<file path="src/rtl/rdq_params.svh">
// Constants of the soft-interrupt stream host: opcodes, packet words, register map.
// Assumes inclusion by bare name from the host design files.
`ifndef RDQ_PARAMS_SVH
`define RDQ_PARAMS_SVH

// Opcode nibble, low bits of the first packet word
`define RDQ_OP_SET      4'h1
`define RDQ_OP_RELEASE  4'h3
`define RDQ_OP_QUIESCE  4'h4
`define RDQ_OP_GENERATE 4'h6
`define RDQ_OP_ACK      4'h9

// Whole single-word packets
`define RDQ_WORD_ACK    16'h0009
`define RDQ_WORD_QUI    16'h0004

// Register byte offsets
`define RDQ_OFS_CTRL    8'h00
`define RDQ_OFS_SETHDR  8'h04
`define RDQ_OFS_SETNUM  8'h08
`define RDQ_OFS_STATUS  8'h0C
`define RDQ_OFS_GENINFO 8'h10
`define RDQ_OFS_GENTGT  8'h14
`define RDQ_OFS_GENAFF  8'h18
`define RDQ_OFS_RELNUM  8'h1C
`define RDQ_OFS_RELINFO 8'h20

// Control register bit positions
`define RDQ_CTRL_SEND_SET  0
`define RDQ_CTRL_SEND_QUI  1
`define RDQ_CTRL_RETIRE    2
`define RDQ_CTRL_DNACK     3
`define RDQ_CTRL_SECDIS    4
`define RDQ_CTRL_SECAFFOFF 5
`define RDQ_CTRL_TOPAFF    6
`define RDQ_CTRL_WAKE      7

// Reset values and limits
`define RDQ_RST_CTRL    5'h00
`define RDQ_RST_WORD    32'h0000_0000
`define RDQ_SET_MAX     2'd2
`define RDQ_ACK_STOP    3'd5

// Bus answers
`define RDQ_RESP_OKAY   2'b00
`define RDQ_RESP_SLVERR 2'b10

`endif

</file>
<file path="src/rtl/rdq_pkg.sv">
// Types shared by the soft-interrupt stream host files.
// Assumes nothing beyond a SystemVerilog compiler.
package rdq_pkg;
	typedef logic [15:0] rdq_word_t;
	typedef enum logic {
		RDQ_RX_HEAD = 1'b0,
		RDQ_RX_BODY = 1'b1
	} rdq_rx_t;
	typedef enum logic [1:0] {
		RDQ_K_NONE = 2'b00,
		RDQ_K_ACK  = 2'b01,
		RDQ_K_QUI  = 2'b10,
		RDQ_K_SET  = 2'b11
	} rdq_kind_t;
endpackage

</file>
<file path="src/rtl/rdq_pkt_tx.sv">
// Downstream packet sender: up to three 16-bit words, first word first.
// Assumes the receiver on the same clock and a load only while not busy.
`timescale 1ns/100ps
`default_nettype none
module rdq_pkt_tx (
	input  wire logic              clk,
	input  wire logic              rstn,
	input  wire logic              load,
	input  wire rdq_pkg::rdq_word_t w0,
	input  wire rdq_pkg::rdq_word_t w1,
	input  wire rdq_pkg::rdq_word_t w2,
	input  wire logic [1:0]        len,
	output logic                   busy,
	output logic [15:0]            dnData,
	output logic                   dnValid,
	input  wire logic              dnReady
);
	import rdq_pkg::*;

	rdq_word_t  bufW_r [1:2];
	logic [1:0] idx_r;
	logic [1:0] len_r;
	logic [15:0] dnData_r;
	logic       dnValid_r;

	// Words leave in packet order, lower number half first
	always_ff @(posedge clk or negedge rstn) begin
		if (!rstn) begin
			dnData_r  <= 16'h0000;
			dnValid_r <= 1'b0;
			bufW_r[1] <= 16'h0000;
			bufW_r[2] <= 16'h0000;
			idx_r     <= 2'd1;
			len_r     <= 2'd1;
		end else if (load && !dnValid_r) begin
			dnData_r  <= w0;
			dnValid_r <= 1'b1;
			bufW_r[1] <= w1;
			bufW_r[2] <= w2;
			len_r     <= len;
			idx_r     <= 2'd1;
		end else if (dnValid_r && dnReady) begin
			if (idx_r < len_r) begin
				dnData_r <= bufW_r[idx_r];
				idx_r    <= idx_r + 2'd1;
			end else begin
				dnValid_r <= 1'b0;
			end
		end
	end

	assign busy    = dnValid_r;
	assign dnData  = dnData_r;
	assign dnValid = dnValid_r;
endmodule
`default_nettype wire

</file>
<file path="src/rtl/rdq_redist_host.sv">
// Redistributor-side host of the soft-interrupt, quiesce, release and set stream.
// Assumes the processor interface on the same clock and software on AXI4-Lite.
`timescale 1ns/100ps
`default_nettype none
`include "rdq_params.svh"

// Functional notes
// - Every generate command received is answered by one generate acknowledge.
// - Range selector is taken only when range-selector-valid is 1, else zero.
// - Without top-affinity-present, the top affinity is taken as zero.
// - In routing-mode-all, target list and affinities are ignored.
// - Secure affinity routing off, security enabled: non-secure group0/alias writes acknowledged, discarded.
// - Security disabled: such non-secure writes make a group 0 soft interrupt.
// - Without top-affinity support, top-affinity commands are acknowledged, not acted on.
// - Generate acknowledge is one word, opcode 9, upper bits zero.
// - Quiesce request is one word, opcode 4, upper bits zero.
// - No quiesce while a downstream control acknowledge is outstanding.
// - Released one-of-N interrupts may be resent anywhere by software.
// - Set word 0: priority, width code, qualifier, group, opcode 1.
// - At most two set commands await an answer at once.
module rdq_redist_host #(
	parameter int AW = 8
) (
	input  wire logic          clk,
	input  wire logic          rstn,
	input  wire logic [AW-1:0] awaddr,
	input  wire logic          awvalid,
	output logic               awready,
	input  wire logic [31:0]   wdata,
	input  wire logic [3:0]    wstrb,
	input  wire logic          wvalid,
	output logic               wready,
	output logic [1:0]         bresp,
	output logic               bvalid,
	input  wire logic          bready,
	input  wire logic [AW-1:0] araddr,
	input  wire logic          arvalid,
	output logic               arready,
	output logic [31:0]        rdata,
	output logic [1:0]         rresp,
	output logic               rvalid,
	input  wire logic          rready,
	output logic [15:0]        dnData,
	output logic               dnValid,
	input  wire logic          dnReady,
	input  wire rdq_pkg::rdq_word_t upData,
	input  wire logic          upValid,
	output logic               upReady
);
	import rdq_pkg::*;

	// Bus slave state
	logic          awready_r, wready_r, bvalid_r, arready_r, rvalid_r;
	logic          awHave_r, wHave_r;
	logic [AW-1:0] awAddr_r;
	logic [31:0]   wData_r, rdata_r;
	logic [3:0]    wStrb_r;
	logic [1:0]    bresp_r, rresp_r;
	logic          wrFire, rdErr;
	logic [31:0]   rdVal;
	// Software registers and pulses
	logic [4:0]    ctrl_r;
	logic [31:0]   setHdr_r, setNum_r;
	logic          cmdSet, cmdQui, cmdRetire, cmdWake;
	logic [4:0]    sticky_r, stickyClr, stickyEv;
	// Receive path
	rdq_rx_t       rxState_r;
	rdq_word_t     rxW_r [0:3];
	logic [1:0]    rxIdx_r, rxLast_r, hdRem;
	logic          upReady_r, upTake, pktDone_r;
	logic [3:0]    op;
	logic          genEv, relEv, qackEv, protoEv;
	// Recorded packets
	logic [15:0]   genInfo_r, genTgt_r, relInfo_r;
	logic [23:0]   genAff_r;
	logic [31:0]   relNum_r;
	logic          nsGrp0;
	// Transmit side
	logic [2:0]    ackPend_r;
	logic [1:0]    setOut_r;
	logic          setReq_r, quiReq_r, quiescing_r, quiesced_r;
	logic          txBusy, txLoad, setRefEv, quiRefEv, relPhys;
	rdq_kind_t     txKind;
	rdq_word_t     txW0, txW1, txW2;
	logic [1:0]    txLen;

	// Write channel acceptance, address and data in either order
	assign wrFire = awHave_r && wHave_r && !bvalid_r;
	always_ff @(posedge clk or negedge rstn) begin
		if (!rstn) begin
			awready_r <= 1'b1;
			wready_r  <= 1'b1;
			awHave_r  <= 1'b0;
			wHave_r   <= 1'b0;
			awAddr_r  <= '0;
			wData_r   <= `RDQ_RST_WORD;
			wStrb_r   <= 4'h0;
			bvalid_r  <= 1'b0;
			bresp_r   <= `RDQ_RESP_OKAY;
		end else begin
			if (awvalid && awready_r) begin
				awHave_r  <= 1'b1;
				awAddr_r  <= awaddr;
				awready_r <= 1'b0;
			end
			if (wvalid && wready_r) begin
				wHave_r  <= 1'b1;
				wData_r  <= wdata;
				wStrb_r  <= wstrb;
				wready_r <= 1'b0;
			end
			if (wrFire) begin
				awHave_r <= 1'b0;
				wHave_r  <= 1'b0;
				bvalid_r <= 1'b1;
				bresp_r  <= (awAddr_r > `RDQ_OFS_RELINFO || awAddr_r[1:0] != 2'b00) ?
					`RDQ_RESP_SLVERR : `RDQ_RESP_OKAY;
			end else if (bvalid_r && bready) begin
				bvalid_r  <= 1'b0;
				awready_r <= 1'b1;
				wready_r  <= 1'b1;
			end
		end
	end

	// Register writes with byte lanes
	assign cmdSet    = wrFire && awAddr_r == `RDQ_OFS_CTRL && wStrb_r[0] &&
		wData_r[`RDQ_CTRL_SEND_SET];
	assign cmdQui    = wrFire && awAddr_r == `RDQ_OFS_CTRL && wStrb_r[0] &&
		wData_r[`RDQ_CTRL_SEND_QUI];
	assign cmdRetire = wrFire && awAddr_r == `RDQ_OFS_CTRL && wStrb_r[0] &&
		wData_r[`RDQ_CTRL_RETIRE];
	assign cmdWake   = wrFire && awAddr_r == `RDQ_OFS_CTRL && wStrb_r[0] &&
		wData_r[`RDQ_CTRL_WAKE];
	assign stickyClr = (wrFire && awAddr_r == `RDQ_OFS_STATUS && wStrb_r[0]) ?
		wData_r[8:4] : 5'h00;
	always_ff @(posedge clk or negedge rstn) begin
		if (!rstn) begin
			ctrl_r   <= `RDQ_RST_CTRL;
			setHdr_r <= `RDQ_RST_WORD;
			setNum_r <= `RDQ_RST_WORD;
		end else if (wrFire) begin
			if (awAddr_r == `RDQ_OFS_CTRL) begin
				if (wStrb_r[0]) begin
					ctrl_r <= {wData_r[`RDQ_CTRL_TOPAFF], wData_r[`RDQ_CTRL_SECAFFOFF],
						wData_r[`RDQ_CTRL_SECDIS], wData_r[`RDQ_CTRL_DNACK], 1'b0};
				end
			end else if (awAddr_r == `RDQ_OFS_SETHDR) begin
				for (int i = 0; i < 4; i++) begin
					if (wStrb_r[i]) begin
						setHdr_r[8*i +: 8] <= wData_r[8*i +: 8];
					end
				end
			end else if (awAddr_r == `RDQ_OFS_SETNUM) begin
				for (int i = 0; i < 4; i++) begin
					if (wStrb_r[i]) begin
						setNum_r[8*i +: 8] <= wData_r[8*i +: 8];
					end
				end
			end
		end
	end

	// Read channel
	always_comb begin
		rdVal = 32'h0000_0000;
		rdErr = 1'b0;
		if (araddr == `RDQ_OFS_CTRL) begin
			rdVal = {25'h0, ctrl_r[4:1], 3'h0};
		end else if (araddr == `RDQ_OFS_SETHDR) begin
			rdVal = {20'h0, setHdr_r[11:0]};
		end else if (araddr == `RDQ_OFS_SETNUM) begin
			rdVal = setNum_r;
		end else if (araddr == `RDQ_OFS_STATUS) begin
			rdVal = {23'h0, sticky_r, quiesced_r, quiescing_r, setOut_r};
		end else if (araddr == `RDQ_OFS_GENINFO) begin
			rdVal = {16'h0, genInfo_r};
		end else if (araddr == `RDQ_OFS_GENTGT) begin
			rdVal = {16'h0, genTgt_r};
		end else if (araddr == `RDQ_OFS_GENAFF) begin
			rdVal = {8'h0, genAff_r};
		end else if (araddr == `RDQ_OFS_RELNUM) begin
			rdVal = relNum_r;
		end else if (araddr == `RDQ_OFS_RELINFO) begin
			rdVal = {16'h0, relInfo_r};
		end else begin
			rdErr = 1'b1;
		end
	end
	always_ff @(posedge clk or negedge rstn) begin
		if (!rstn) begin
			arready_r <= 1'b1;
			rvalid_r  <= 1'b0;
			rdata_r   <= `RDQ_RST_WORD;
			rresp_r   <= `RDQ_RESP_OKAY;
		end else if (arvalid && arready_r) begin
			arready_r <= 1'b0;
			rvalid_r  <= 1'b1;
			rdata_r   <= rdVal;
			rresp_r   <= rdErr ? `RDQ_RESP_SLVERR : `RDQ_RESP_OKAY;
		end else if (rvalid_r && rready) begin
			rvalid_r  <= 1'b0;
			arready_r <= 1'b1;
		end
	end

	// Upstream receive: length from the first word's opcode and flag bits
	assign upTake = upValid && upReady_r;
	always_comb begin
		hdRem = 2'd0;
		if (upData[3:0] == `RDQ_OP_GENERATE) begin
			hdRem = (upData[5] || upData[6]) ? 2'd3 : 2'd2;
		end else if (upData[3:0] == `RDQ_OP_RELEASE) begin
			hdRem = (upData[7:6] != 2'b00) ? 2'd2 : 2'd1;
		end
	end
	always_ff @(posedge clk or negedge rstn) begin
		if (!rstn) begin
			rxState_r <= RDQ_RX_HEAD;
			rxIdx_r   <= 2'd1;
			rxLast_r  <= 2'd1;
			pktDone_r <= 1'b0;
			for (int i = 0; i < 4; i++) begin
				rxW_r[i] <= 16'h0000;
			end
		end else begin
			pktDone_r <= 1'b0;
			case (rxState_r)
				RDQ_RX_HEAD: begin
					if (upTake) begin
						rxW_r[0] <= upData;
						rxW_r[3] <= 16'h0000;
						rxIdx_r  <= 2'd1;
						rxLast_r <= hdRem;
						if (hdRem == 2'd0) begin
							pktDone_r <= 1'b1;
						end else begin
							rxState_r <= RDQ_RX_BODY;
						end
					end
				end
				RDQ_RX_BODY: begin
					if (upTake) begin
						rxW_r[rxIdx_r] <= upData;
						rxIdx_r        <= rxIdx_r + 2'd1;
						if (rxIdx_r == rxLast_r) begin
							pktDone_r <= 1'b1;
							rxState_r <= RDQ_RX_HEAD;
						end
					end
				end
				default: rxState_r <= RDQ_RX_HEAD;
			endcase
		end
	end

	// Packet events
	assign op      = rxW_r[0][3:0];
	assign genEv   = pktDone_r && op == `RDQ_OP_GENERATE;
	assign relEv   = pktDone_r && op == `RDQ_OP_RELEASE;
	assign qackEv  = pktDone_r && op == `RDQ_OP_ACK && quiescing_r;
	assign protoEv = pktDone_r && (quiesced_r || !(genEv || relEv || qackEv));
	assign nsGrp0  = rxW_r[0][7] && (rxW_r[0][9:8] == 2'b00 || rxW_r[0][9:8] == 2'b10);
	assign relPhys = relEv && !rxW_r[0][4];

	// Generate command record
	always_ff @(posedge clk or negedge rstn) begin
		if (!rstn) begin
			genInfo_r <= 16'h0000;
			genTgt_r  <= 16'h0000;
			genAff_r  <= 24'h00_0000;
		end else if (genEv) begin
			genInfo_r[3:0]   <= rxW_r[0][15:12];
			genInfo_r[4]     <= ctrl_r[2] && nsGrp0;
			genInfo_r[7:5]   <= rxW_r[0][9:7];
			genInfo_r[8]     <= rxW_r[0][4];
			genInfo_r[9]     <= ctrl_r[3] && !ctrl_r[2] && nsGrp0;
			genInfo_r[10]    <= rxW_r[0][5] && !ctrl_r[4];
			genInfo_r[11]    <= rxW_r[0][6];
			genInfo_r[15:12] <= rxW_r[0][6] ? rxW_r[3][11:8] : 4'h0;
			genTgt_r         <= rxW_r[0][4] ? 16'h0000 : rxW_r[1];
			genAff_r[15:0]   <= rxW_r[0][4] ? 16'h0000 : rxW_r[2];
			genAff_r[23:16]  <= (rxW_r[0][4] || !rxW_r[0][5]) ? 8'h00 : rxW_r[3][7:0];
		end
	end

	// Release record, kept for software to resend
	always_ff @(posedge clk or negedge rstn) begin
		if (!rstn) begin
			relNum_r  <= `RDQ_RST_WORD;
			relInfo_r <= 16'h0000;
		end else if (relEv) begin
			relNum_r  <= (rxW_r[0][7:6] != 2'b00) ? {rxW_r[2], rxW_r[1]} : {16'h0000, rxW_r[1]};
			relInfo_r <= {13'h0, rxW_r[0][7:6], rxW_r[0][4]};
		end
	end

	// Transmit choice: acknowledges first, then quiesce, then set
	always_comb begin
		txLoad = 1'b0;
		txKind = RDQ_K_NONE;
		txW0   = 16'h0000;
		txW1   = setNum_r[15:0];
		txW2   = setNum_r[31:16];
		txLen  = 2'd1;
		if (!txBusy) begin
			if (ackPend_r != 3'd0) begin
				txLoad = 1'b1;
				txKind = RDQ_K_ACK;
				txW0   = `RDQ_WORD_ACK;
			end else if (quiReq_r) begin
				txLoad = 1'b1;
				txKind = RDQ_K_QUI;
				txW0   = `RDQ_WORD_QUI;
			end else if (setReq_r) begin
				txLoad = 1'b1;
				txKind = RDQ_K_SET;
				txW0   = {setHdr_r[7:0], setHdr_r[9:8], setHdr_r[10], setHdr_r[11],
					`RDQ_OP_SET};
				txLen  = (setHdr_r[9:8] != 2'b00) ? 2'd3 : 2'd2;
			end
		end
	end

	rdq_pkt_tx u_tx (
		.clk     (clk),
		.rstn    (rstn),
		.load    (txLoad),
		.w0      (txW0),
		.w1      (txW1),
		.w2      (txW2),
		.len     (txLen),
		.busy    (txBusy),
		.dnData  (dnData),
		.dnValid (dnValid),
		.dnReady (dnReady)
	);

	// One acknowledge owed per generate command, upstream stalls when full
	always_ff @(posedge clk or negedge rstn) begin
		if (!rstn) begin
			ackPend_r <= 3'd0;
			upReady_r <= 1'b1;
		end else begin
			ackPend_r <= ackPend_r + {2'b00, genEv} - {2'b00, txKind == RDQ_K_ACK};
			upReady_r <= (ackPend_r + {2'b00, genEv}) < `RDQ_ACK_STOP;
		end
	end

	// Set requests and outstanding count
	assign setRefEv = cmdSet && (setReq_r || setOut_r >= `RDQ_SET_MAX || quiescing_r || quiesced_r);
	always_ff @(posedge clk or negedge rstn) begin
		if (!rstn) begin
			setReq_r <= 1'b0;
			setOut_r <= 2'd0;
		end else begin
			if (cmdSet && !setRefEv) begin
				setReq_r <= 1'b1;
			end else if (txKind == RDQ_K_SET) begin
				setReq_r <= 1'b0;
			end
			if (txKind == RDQ_K_SET && !((relPhys || cmdRetire) && setOut_r != 2'd0)) begin
				setOut_r <= setOut_r + 2'd1;
			end else if (txKind != RDQ_K_SET && (relPhys || cmdRetire) && setOut_r != 2'd0) begin
				setOut_r <= setOut_r - 2'd1;
			end
		end
	end

	// Quiesce handshake, refused while a downstream control answer is owed
	assign quiRefEv = cmdQui && (ctrl_r[1] || quiReq_r || quiescing_r || quiesced_r);
	always_ff @(posedge clk or negedge rstn) begin
		if (!rstn) begin
			quiReq_r    <= 1'b0;
			quiescing_r <= 1'b0;
			quiesced_r  <= 1'b0;
		end else begin
			if (cmdQui && !quiRefEv) begin
				quiReq_r <= 1'b1;
			end else if (txKind == RDQ_K_QUI) begin
				quiReq_r    <= 1'b0;
				quiescing_r <= 1'b1;
			end
			if (qackEv) begin
				quiescing_r <= 1'b0;
				quiesced_r  <= 1'b1;
			end else if (cmdWake) begin
				quiesced_r <= 1'b0;
			end
		end
	end

	// Sticky status, a new event wins over a clear
	assign stickyEv = {relEv, genEv, protoEv, quiRefEv, setRefEv};
	always_ff @(posedge clk or negedge rstn) begin
		if (!rstn) begin
			sticky_r <= 5'h00;
		end else begin
			sticky_r <= (sticky_r & ~stickyClr) | stickyEv;
		end
	end

	assign awready = awready_r;
	assign wready  = wready_r;
	assign bvalid  = bvalid_r;
	assign bresp   = bresp_r;
	assign arready = arready_r;
	assign rvalid  = rvalid_r;
	assign rdata   = rdata_r;
	assign rresp   = rresp_r;
	assign upReady = upReady_r;

	property p_ackWord;
		@(posedge clk) disable iff (!rstn)
		txKind == RDQ_K_ACK |=> dnValid && dnData == 16'h0009;
	endproperty
	a_ackWord: assert property (p_ackWord) else $error("ack word wrong");

	property p_ackOwed;
		@(posedge clk) disable iff (!rstn)
		genEv && txKind != RDQ_K_ACK |=> ackPend_r == $past(ackPend_r) + 3'd1;
	endproperty
	a_ackOwed: assert property (p_ackOwed) else $error("generate not owed ack");

	property p_quiWord;
		@(posedge clk) disable iff (!rstn)
		txKind == RDQ_K_QUI |=> dnValid && dnData == 16'h0004 ##1 (!dnValid || !$past(dnReady));
	endproperty
	a_quiWord: assert property (p_quiWord) else $error("quiesce word wrong");

	property p_quiDnAck;
		@(posedge clk) disable iff (!rstn)
		cmdQui && ctrl_r[1] && !quiReq_r |=> !quiReq_r;
	endproperty
	a_quiDnAck: assert property (p_quiDnAck) else $error("quiesce with owed ack");

	property p_setHead;
		@(posedge clk) disable iff (!rstn)
		txKind == RDQ_K_SET |=> dnData[3:0] == 4'h1 && dnData[15:8] == $past(setHdr_r[7:0]);
	endproperty
	a_setHead: assert property (p_setHead) else $error("set header wrong");

	property p_setLimit;
		@(posedge clk) disable iff (!rstn)
		txKind == RDQ_K_SET |-> setOut_r < 2'd2 ##1 setOut_r <= 2'd2;
	endproperty
	a_setLimit: assert property (p_setLimit) else $error("too many sets");

	property p_topZero;
		@(posedge clk) disable iff (!rstn)
		genEv && !rxW_r[0][5] |=> genAff_r[23:16] == 8'h00;
	endproperty
	a_topZero: assert property (p_topZero) else $error("top affinity not zero");

	property p_allMode;
		@(posedge clk) disable iff (!rstn)
		genEv && rxW_r[0][4] |=> genTgt_r == 16'h0000 && genAff_r == 24'h00_0000;
	endproperty
	a_allMode: assert property (p_allMode) else $error("targets kept in all mode");

	property p_discard;
		@(posedge clk) disable iff (!rstn)
		genEv && ctrl_r[3] && !ctrl_r[2] && nsGrp0 |=> genInfo_r[9] && !genInfo_r[4];
	endproperty
	a_discard: assert property (p_discard) else $error("discard missed");

	property p_grp0;
		@(posedge clk) disable iff (!rstn)
		genEv && ctrl_r[2] && nsGrp0 |=> genInfo_r[4] && !genInfo_r[9];
	endproperty
	a_grp0: assert property (p_grp0) else $error("group 0 missed");

	property p_topIgnore;
		@(posedge clk) disable iff (!rstn)
		genEv && rxW_r[0][5] && !ctrl_r[4] |=> genInfo_r[10] ##[0:8] ackPend_r == 3'd0 || dnValid;
	endproperty
	a_topIgnore: assert property (p_topIgnore) else $error("top affinity not ignored");
endmodule
`default_nettype wire

</file>
<file path="config.mk">
export PLATFORM = sky130hd
export DESIGN_NAME = rdq_redist_host
export DESIGN_NICKNAME = d
export VERILOG_FILES = /design/src/rtl/rdq_pkg.sv /design/src/rtl/rdq_pkt_tx.sv /design/src/rtl/rdq_redist_host.sv
export VERILOG_INCLUDE_DIRS = /design/src /design/src/rtl
export SDC_FILE = /design/constraint.sdc
export NUM_CORES = 1
export LEC_CHECK = 0
export ABC_AREA = 1
export BUFFER_PORTS_ARGS = -buffer_cell sky130_fd_sc_hd__buf_4
export CAP_MARGIN = 5
export CORE_MARGIN = 5
export CORE_UTILIZATION = 64
export DETAILED_ROUTE_END_ITERATION = 6
export PLACE_DENSITY = 0.85
export SETUP_SLACK_MARGIN = 0.5
export SYNTH_ARGS = -nofsm -noshare
export SYNTH_HDL_FRONTEND = slang
export SYNTH_HIERARCHICAL = 1
export SYNTH_SLANG_ARGS = --single-unit
</file>
<file path="constraint.sdc">
create_clock -name clk -period 4.5 [get_ports clk]
set_input_delay 0.225 -clock clk [delete_from_list [all_inputs] [get_ports clk]]
set_output_delay 0.225 -clock clk [all_outputs]
set_load 0.005 [all_outputs]
</file>
### Word-level counts from Yosys, hierarchy flattened

Index checks and enable logic that the tools add are counted.
Widths: inputs -> output; s select.

* flip-flop bits (word level): 364
* logic and storage cells: 297
* output and inout port bits: 59
* bits of input ports: 77

* magnitude comparators: 7
* reductions and logical operators: 96
* muxes and demuxes: 107
* equal/unequal tests: 26
* bitwise gates (word level): 8
* add/sub/neg operators: 6

Operators with widths (number)
* $mux 32: 9
* $mux 16: 14
* $bwmux 64: 1
* $mux 64: 1
* $pmux 16 s2: 2
* $mux 1: 51
* $mux 2: 20
* $logic_and 1x1->1: 38
* $bmux 16 s2: 1
* $demux 16 s2: 1
* $eq 8x4->1 const B: 4
* $eq 8x5->1 const B: 4
* $reduce_bool 2->1: 16
* $reduce_and 5->1: 4
* $eq 8x3->1 const B: 2
* $logic_not 8->1: 2
* $logic_or 1x1->1: 14
* $reduce_and 2->1: 6
* $logic_not 1->1: 10
* $eq 4x2->1 const B: 2
* $eq 4x3->1 const B: 2
* $eq 8x6->1 const B: 1
* $gt 8x6->1 const B: 1
* $mux 8: 1
* other kinds (29): 43

### Longest topological paths before layout

* depth after elaboration: 11
* mapped depth: 13
* depth with buffers taken out: 13

### Hierarchy

Netlist, hierarchy kept.

Modules (own cells, without submodules)
* rdq_redist_host: sequential area each 7589.8 µm², cells each 1497, instances 1, area each 12887.4 µm²
* rdq_pkt_tx: sequential area each 1328.8 µm², cells each 348, instances 1, area each 2611.3 µm²

### Worst setup path before layout

No wires, ideal clock.

* path kind: register to register
* from: register rxW_r (netlist bit op[3])
* to: register ackPend_r[2]
* setup time: 0.124 ns
* period minus slack after synthesis: 1.980 ns
* required time: 4.376 ns
* arrival: 1.855 ns
* cell stages (with the launch flop): 8
* buffers on the path: 1
* slack: 2.520 ns
* cells stage by stage: dfrtp_1 nor4_4 clkbuf_1 ha_1 inv_1 ha_1 ha_1 xnor2_1

* word-level cells in the longest chain between the ends: 4

RTL lines
* start: declaration: line rdq_redist_host.sv:68 `rdq_word_t rxW_r [0:3];`
* start signal: indexed assignment: line rdq_redist_host.sv:244 `rxW_r[rxIdx_r] <= upData;`
* $eq 4x3->1 (no line)
* $logic_and 1x1->1 (no line)
* via genEv: line rdq_redist_host.sv:72 `logic genEv, relEv, qackEv, protoEv;`
* $add 3x1->3: line rdq_redist_host.sv:345 `ackPend_r <= ackPend_r + {2'b00, genEv} - {2'b00, txKind == RDQ_K_ACK};`
* $sub 3x1->3: line rdq_redist_host.sv:345
* end signal: assignment: line rdq_redist_host.sv:345
* end: declaration: line rdq_redist_host.sv:79 `logic [2:0] ackPend_r;`

The timed path passes the listed nets, and every way through them passes these cells.
A chain may end at the register's enable or synchronous reset.

### Worst setup path in the final report

* from: register ackPend_r[2]
* to: register u_tx.dnData_r[11], in the netlist u_tx/dnData[11]

* word-level cells in the longest chain between the ends: 6
* elaborated cells on any way between the ends: 10
* those cells by class: 5 x mux; 5 x reduce/logical

RTL lines
* $reduce_bool 3->1 *: line rdq_redist_host.sv:307 `if (ackPend_r != 3'd0) begin`
* $mux 1 *: line rdq_redist_host.sv:307
* $mux 1 *: line rdq_redist_host.sv:306 `if (!txBusy) begin`
* via txLoad: line rdq_redist_host.sv:82 `logic txBusy, txLoad, setRefEv, quiRefEv, relPhys;`
* $logic_and 1x1->1 *: line rdq_pkt_tx.sv:35 `end else if (load && !dnValid_r) begin`
* $reduce_bool 2->1 (no line)
* $reduce_and 2->1 (no line)
* end signal: assignment: line rdq_pkt_tx.sv:36 `dnData_r <= w0;`
* end signal: assignment: line rdq_pkt_tx.sv:44 `dnData_r <= bufW_r[idx_r];`
* end: declaration: line rdq_pkt_tx.sv:23 `logic [15:0] dnData_r;`

The timed path passes the listed nets; every way through them passes the cells marked *.

==> metrics.md <==
| Metric | Value |
|---|---|
| Detailed Place HPWL | 29.9 mm |
| CTS H-Tree Depth | 2 |
| RSZ-0062 raised after global routing | no |
| Highest clock rate | 359 MHz |
| Die area | 27400 µm² |
| I/O Pins | 136 |
| Worst VDD drop | 0.395 mV |
| Buffers and inverters on the worst path | 1 |
| Sequential cell area fraction in the yosys report | 0.575 |
| WS Path Type | reg -> reg |
| Drt initial violations | 2027 |
| Max FO, Critical Path | 52 |
| Total negative slack | 0 ns |
| Tmin final | 2.79 ns |
| Max-cap violations | 0 |
| Initial Util | 0.643 |
| Failing checks | DRC, hold timing |
| CTS tree | built |
| Initial antenna violation count | 0 |
| Number of flops mapped to enable cells by yosys | 0 |
| Critical Path Start Type | flop |
| CP Capture Type | flop |
| Rows | 57 |
| Hold Fails Final Rpt | 2 |
| Post-CTS Resized | 0 |
| Delay-heaviest family, CP | simple AND/OR/NAND/NOR gates |
| Worst slew pin tran | 1.06 ns |
| Yosys top cell by area | dfrtp_1 |
| Yosys cell types | 39 |
| Worst-skew pair later-pin latency | 0.52 ns |
| Per-cell routed wire length | 19.7 µm |
| CTS sink count | 356 |
| Port bufs | 133 |
| Synth Instances | 1845 |
| Worst path max stage delay | 0.62 ns |
| Routability cong. | 0.965 |
| Synthesized area | 15500 µm² |
| Async set-reset flop share out of synthesis | 1.00 |
| Total number of vias | 13.9k |
| Root buffer cell | clkbuf_16 |
| First-pass GRT wire length | 74.1 mm |
| Final net count | 2080 |
| Syn avg cell area | 8.40 µm² |
| Drt first pass iters | 7 |
| # diodes | 0 |
| PwrDens | 571 nW/µm² |
| Worst min path class | in -> reg |
| Vias per cell | 5.92 |
| Period utilisation layout | 0.620 |
| Skew final | 0.0178 ns |
| Sequential cell area | 8920 µm² |
| Clock tree buffer depth | 3 |
| Slew HR | 0.291 |
| Seq cells post-synth | 356 |
| Yosys top cell area share | 0.562 |
| Setup violations, final | 0 |
| WL final | 46.2 mm |
| Total CTS buffers | 37 |
| Area of the multi-input gates | 5420 µm² |
| Detail Route Antenna Nets | 0 |
| Max Slew Vio Count | 0 |
| Overall routing resource usage | 0.332 |
| DRC | 2 |
| Area grow syn2layout | 18.2% |
| Leakage power | 9.13 nW |
| WHS | -0.00407 ns |
| Die width | 166 µm |
| Status | finished, violations left |
| Fillcell total | 1610 |
| GRT overflow | 0 |
| Cell mode on critical path | nand2_1 |
| Pin count of the biggest net entering global routing | 148 |
| Post-CTS setup buffer count | 0 |
| Slowest library cell on the worst path | nor3_1 |
| Cells taking the most area after synthesis | dfrtp_1 56%, nand2_1 15%, o21ai_0 8.4%, inv_1 4.8%, nand3_1 3.5% |
| Primary FF master, synth | dfrtp_1 |
| CP cell instances | nor3_1, a31oi_1, nand2_2, inv_2, nand2_1, nand3_1, nand2_1, nand2_1 |
| Core area | 24100 µm² |
| Worst EP required | 4.91 ns |
| Die Y | 166 µm |
| Critical path arrival | 3.20 ns |
| Share of layout cells above drive strength 1 | 0.109 |
| Synth warn | 6 |
| Clk slew on worst S/H paths | 0.06 ns |
| Vias in the first global route | 13.8k |
[layout by cell type, fill, tap and decap left out, types with 2 or more instances in the layout]
cell and count:
nor3_1 7, a21oi_1 46, nor2_2 3, a31oi_1 2, xnor2_1 2, dlygate4sd3_1 50, buf_4 138, dfstp_2 8
conb_1 3, nor2_4 3, inv_2 6, inv_1 199, nand3_1 107, dfrtp_1 348, nor4_1 4, nand4_1 10
nand2_4 3, o22ai_1 35, clkbuf_8 8, o21ai_0 261, ha_1 9, o21ai_1 2, clkbuf_16 38, nand2_1 604
o31ai_1 3, xor2_1 2, clkbuf_1 14, a22o_1 4, nor2_1 82, buf_12 2, bufinv_16 2
[stage by stage]
stage	setup slack, ns	std cells	area, µm²	util	power, mW
4_1_cts	1.77	2343	18300	0.760	10.3
6_report	1.71	2343	18300	0.760	10.5
3_3_place_gp	1.86	2229	16600	0.689	7.08
3_5_place_dp	1.78	2229	16600	0.689	7.23
2_1_floorplan	2.52	1847	15500	-	6.30
5_1_grt	1.51	2343	18300	0.760	11.0
[registers in the layout, indices dropped and copies added (netlist names), 8 cells and up]
name and flops:
genInfo_r 16, u_tx/dnData 16, rdata 32, relNum_r 32, awAddr_r 8, setNum_r 32
genTgt_r 16, u_tx/bufW_r 32, rxW_r 54, wData_r 32, setHdr_r 12, genAff_r 24
[cell families (layout without fill, tap and decap cells)]
family	count (synthesis)	in the layout	share of synthesized area
simple gates	830	830	0.219
compound gates	356	356	0.120
flops	356	356	0.575
buf+inv	289	461	0.0754
fa+ha+maj	9	9	0.00727
xor+xnor	4	4	0.00226
other cells	1	3	0.000242
[cells in the mapped netlist (all sizes together) (3+ instances only)]
master,instances
ha,9
dfstp,8
inv,206
dfrtp,348
nor3,9
nor4,5
nand2,608
o22ai,35
o21ai,263
a22o,4
o31ai,3
nand3,108
a21oi,46
clkbuf,47
buf,36
nor2,88
nand4,10
[final timing paths]
| path | startpoint | to | slack [ns] | cells after the start |
|---|---|---|---|---|
| max | ackPend_r[2] | u_tx/dnData[11] | 1.71 | 8 |
| min | wdata[6] | wData_r[6] | -0.004 | 3 |
| max reg2reg | ackPend_r[2] | u_tx/dnData[11] | 1.71 | 8 |
| min reg2reg | rxW_r[57] | genInfo_r[7] | 0.48 | 2 |
| max in group asynchronous | rstn | setNum_r[18] | 2.92 | 3 |
| min in group asynchronous | rstn | ctrl_r[2] | 0.34 | 2 |
[layout make-up]
type	count	area share
sequential	356	0.487
multi-input combinational	1202	0.296
timing repair buffer	191	0.0869
clock buffer	60	0.0608
inverter	206	0.0425
tap	324	0.0221
clock inverter	4	0.00444
[layer usage]
metal	vias to the layer above	routed length, µm	global-route usage
met5	-	0	0
met4	0	2210	0.137
met3	184	4850	0.0744
met2	924	21400	0.521
met1	6599	17700	0.455
li1	6166	-	-
[worst register-to-register path: cells and delay by family (launching register included)]
kind / cells / cell delay (ns)
AOI/OAI and AO/OA: 1 / 0.18
buffers and inverters: 1 / 0.51
DFF: 1 / 0.40
and+or+nand+nor: 6 / 1.60
[where the power goes]
part	switching (mW)	internal [mW]	leakage, nW
Sequential	0.774	4.15	4.74
Combinational	1.72	0.792	3.81
Clock	1.22	1.80	0.581
Total	3.72	6.74	9.13
[repair_timing]
item                                   in CTS  in global routing
setup endpoints to repair                   0                  0
hold buffers                               50                  0
endpoints found under the hold margin     136                  0
(Power assumes the default switching activity.)
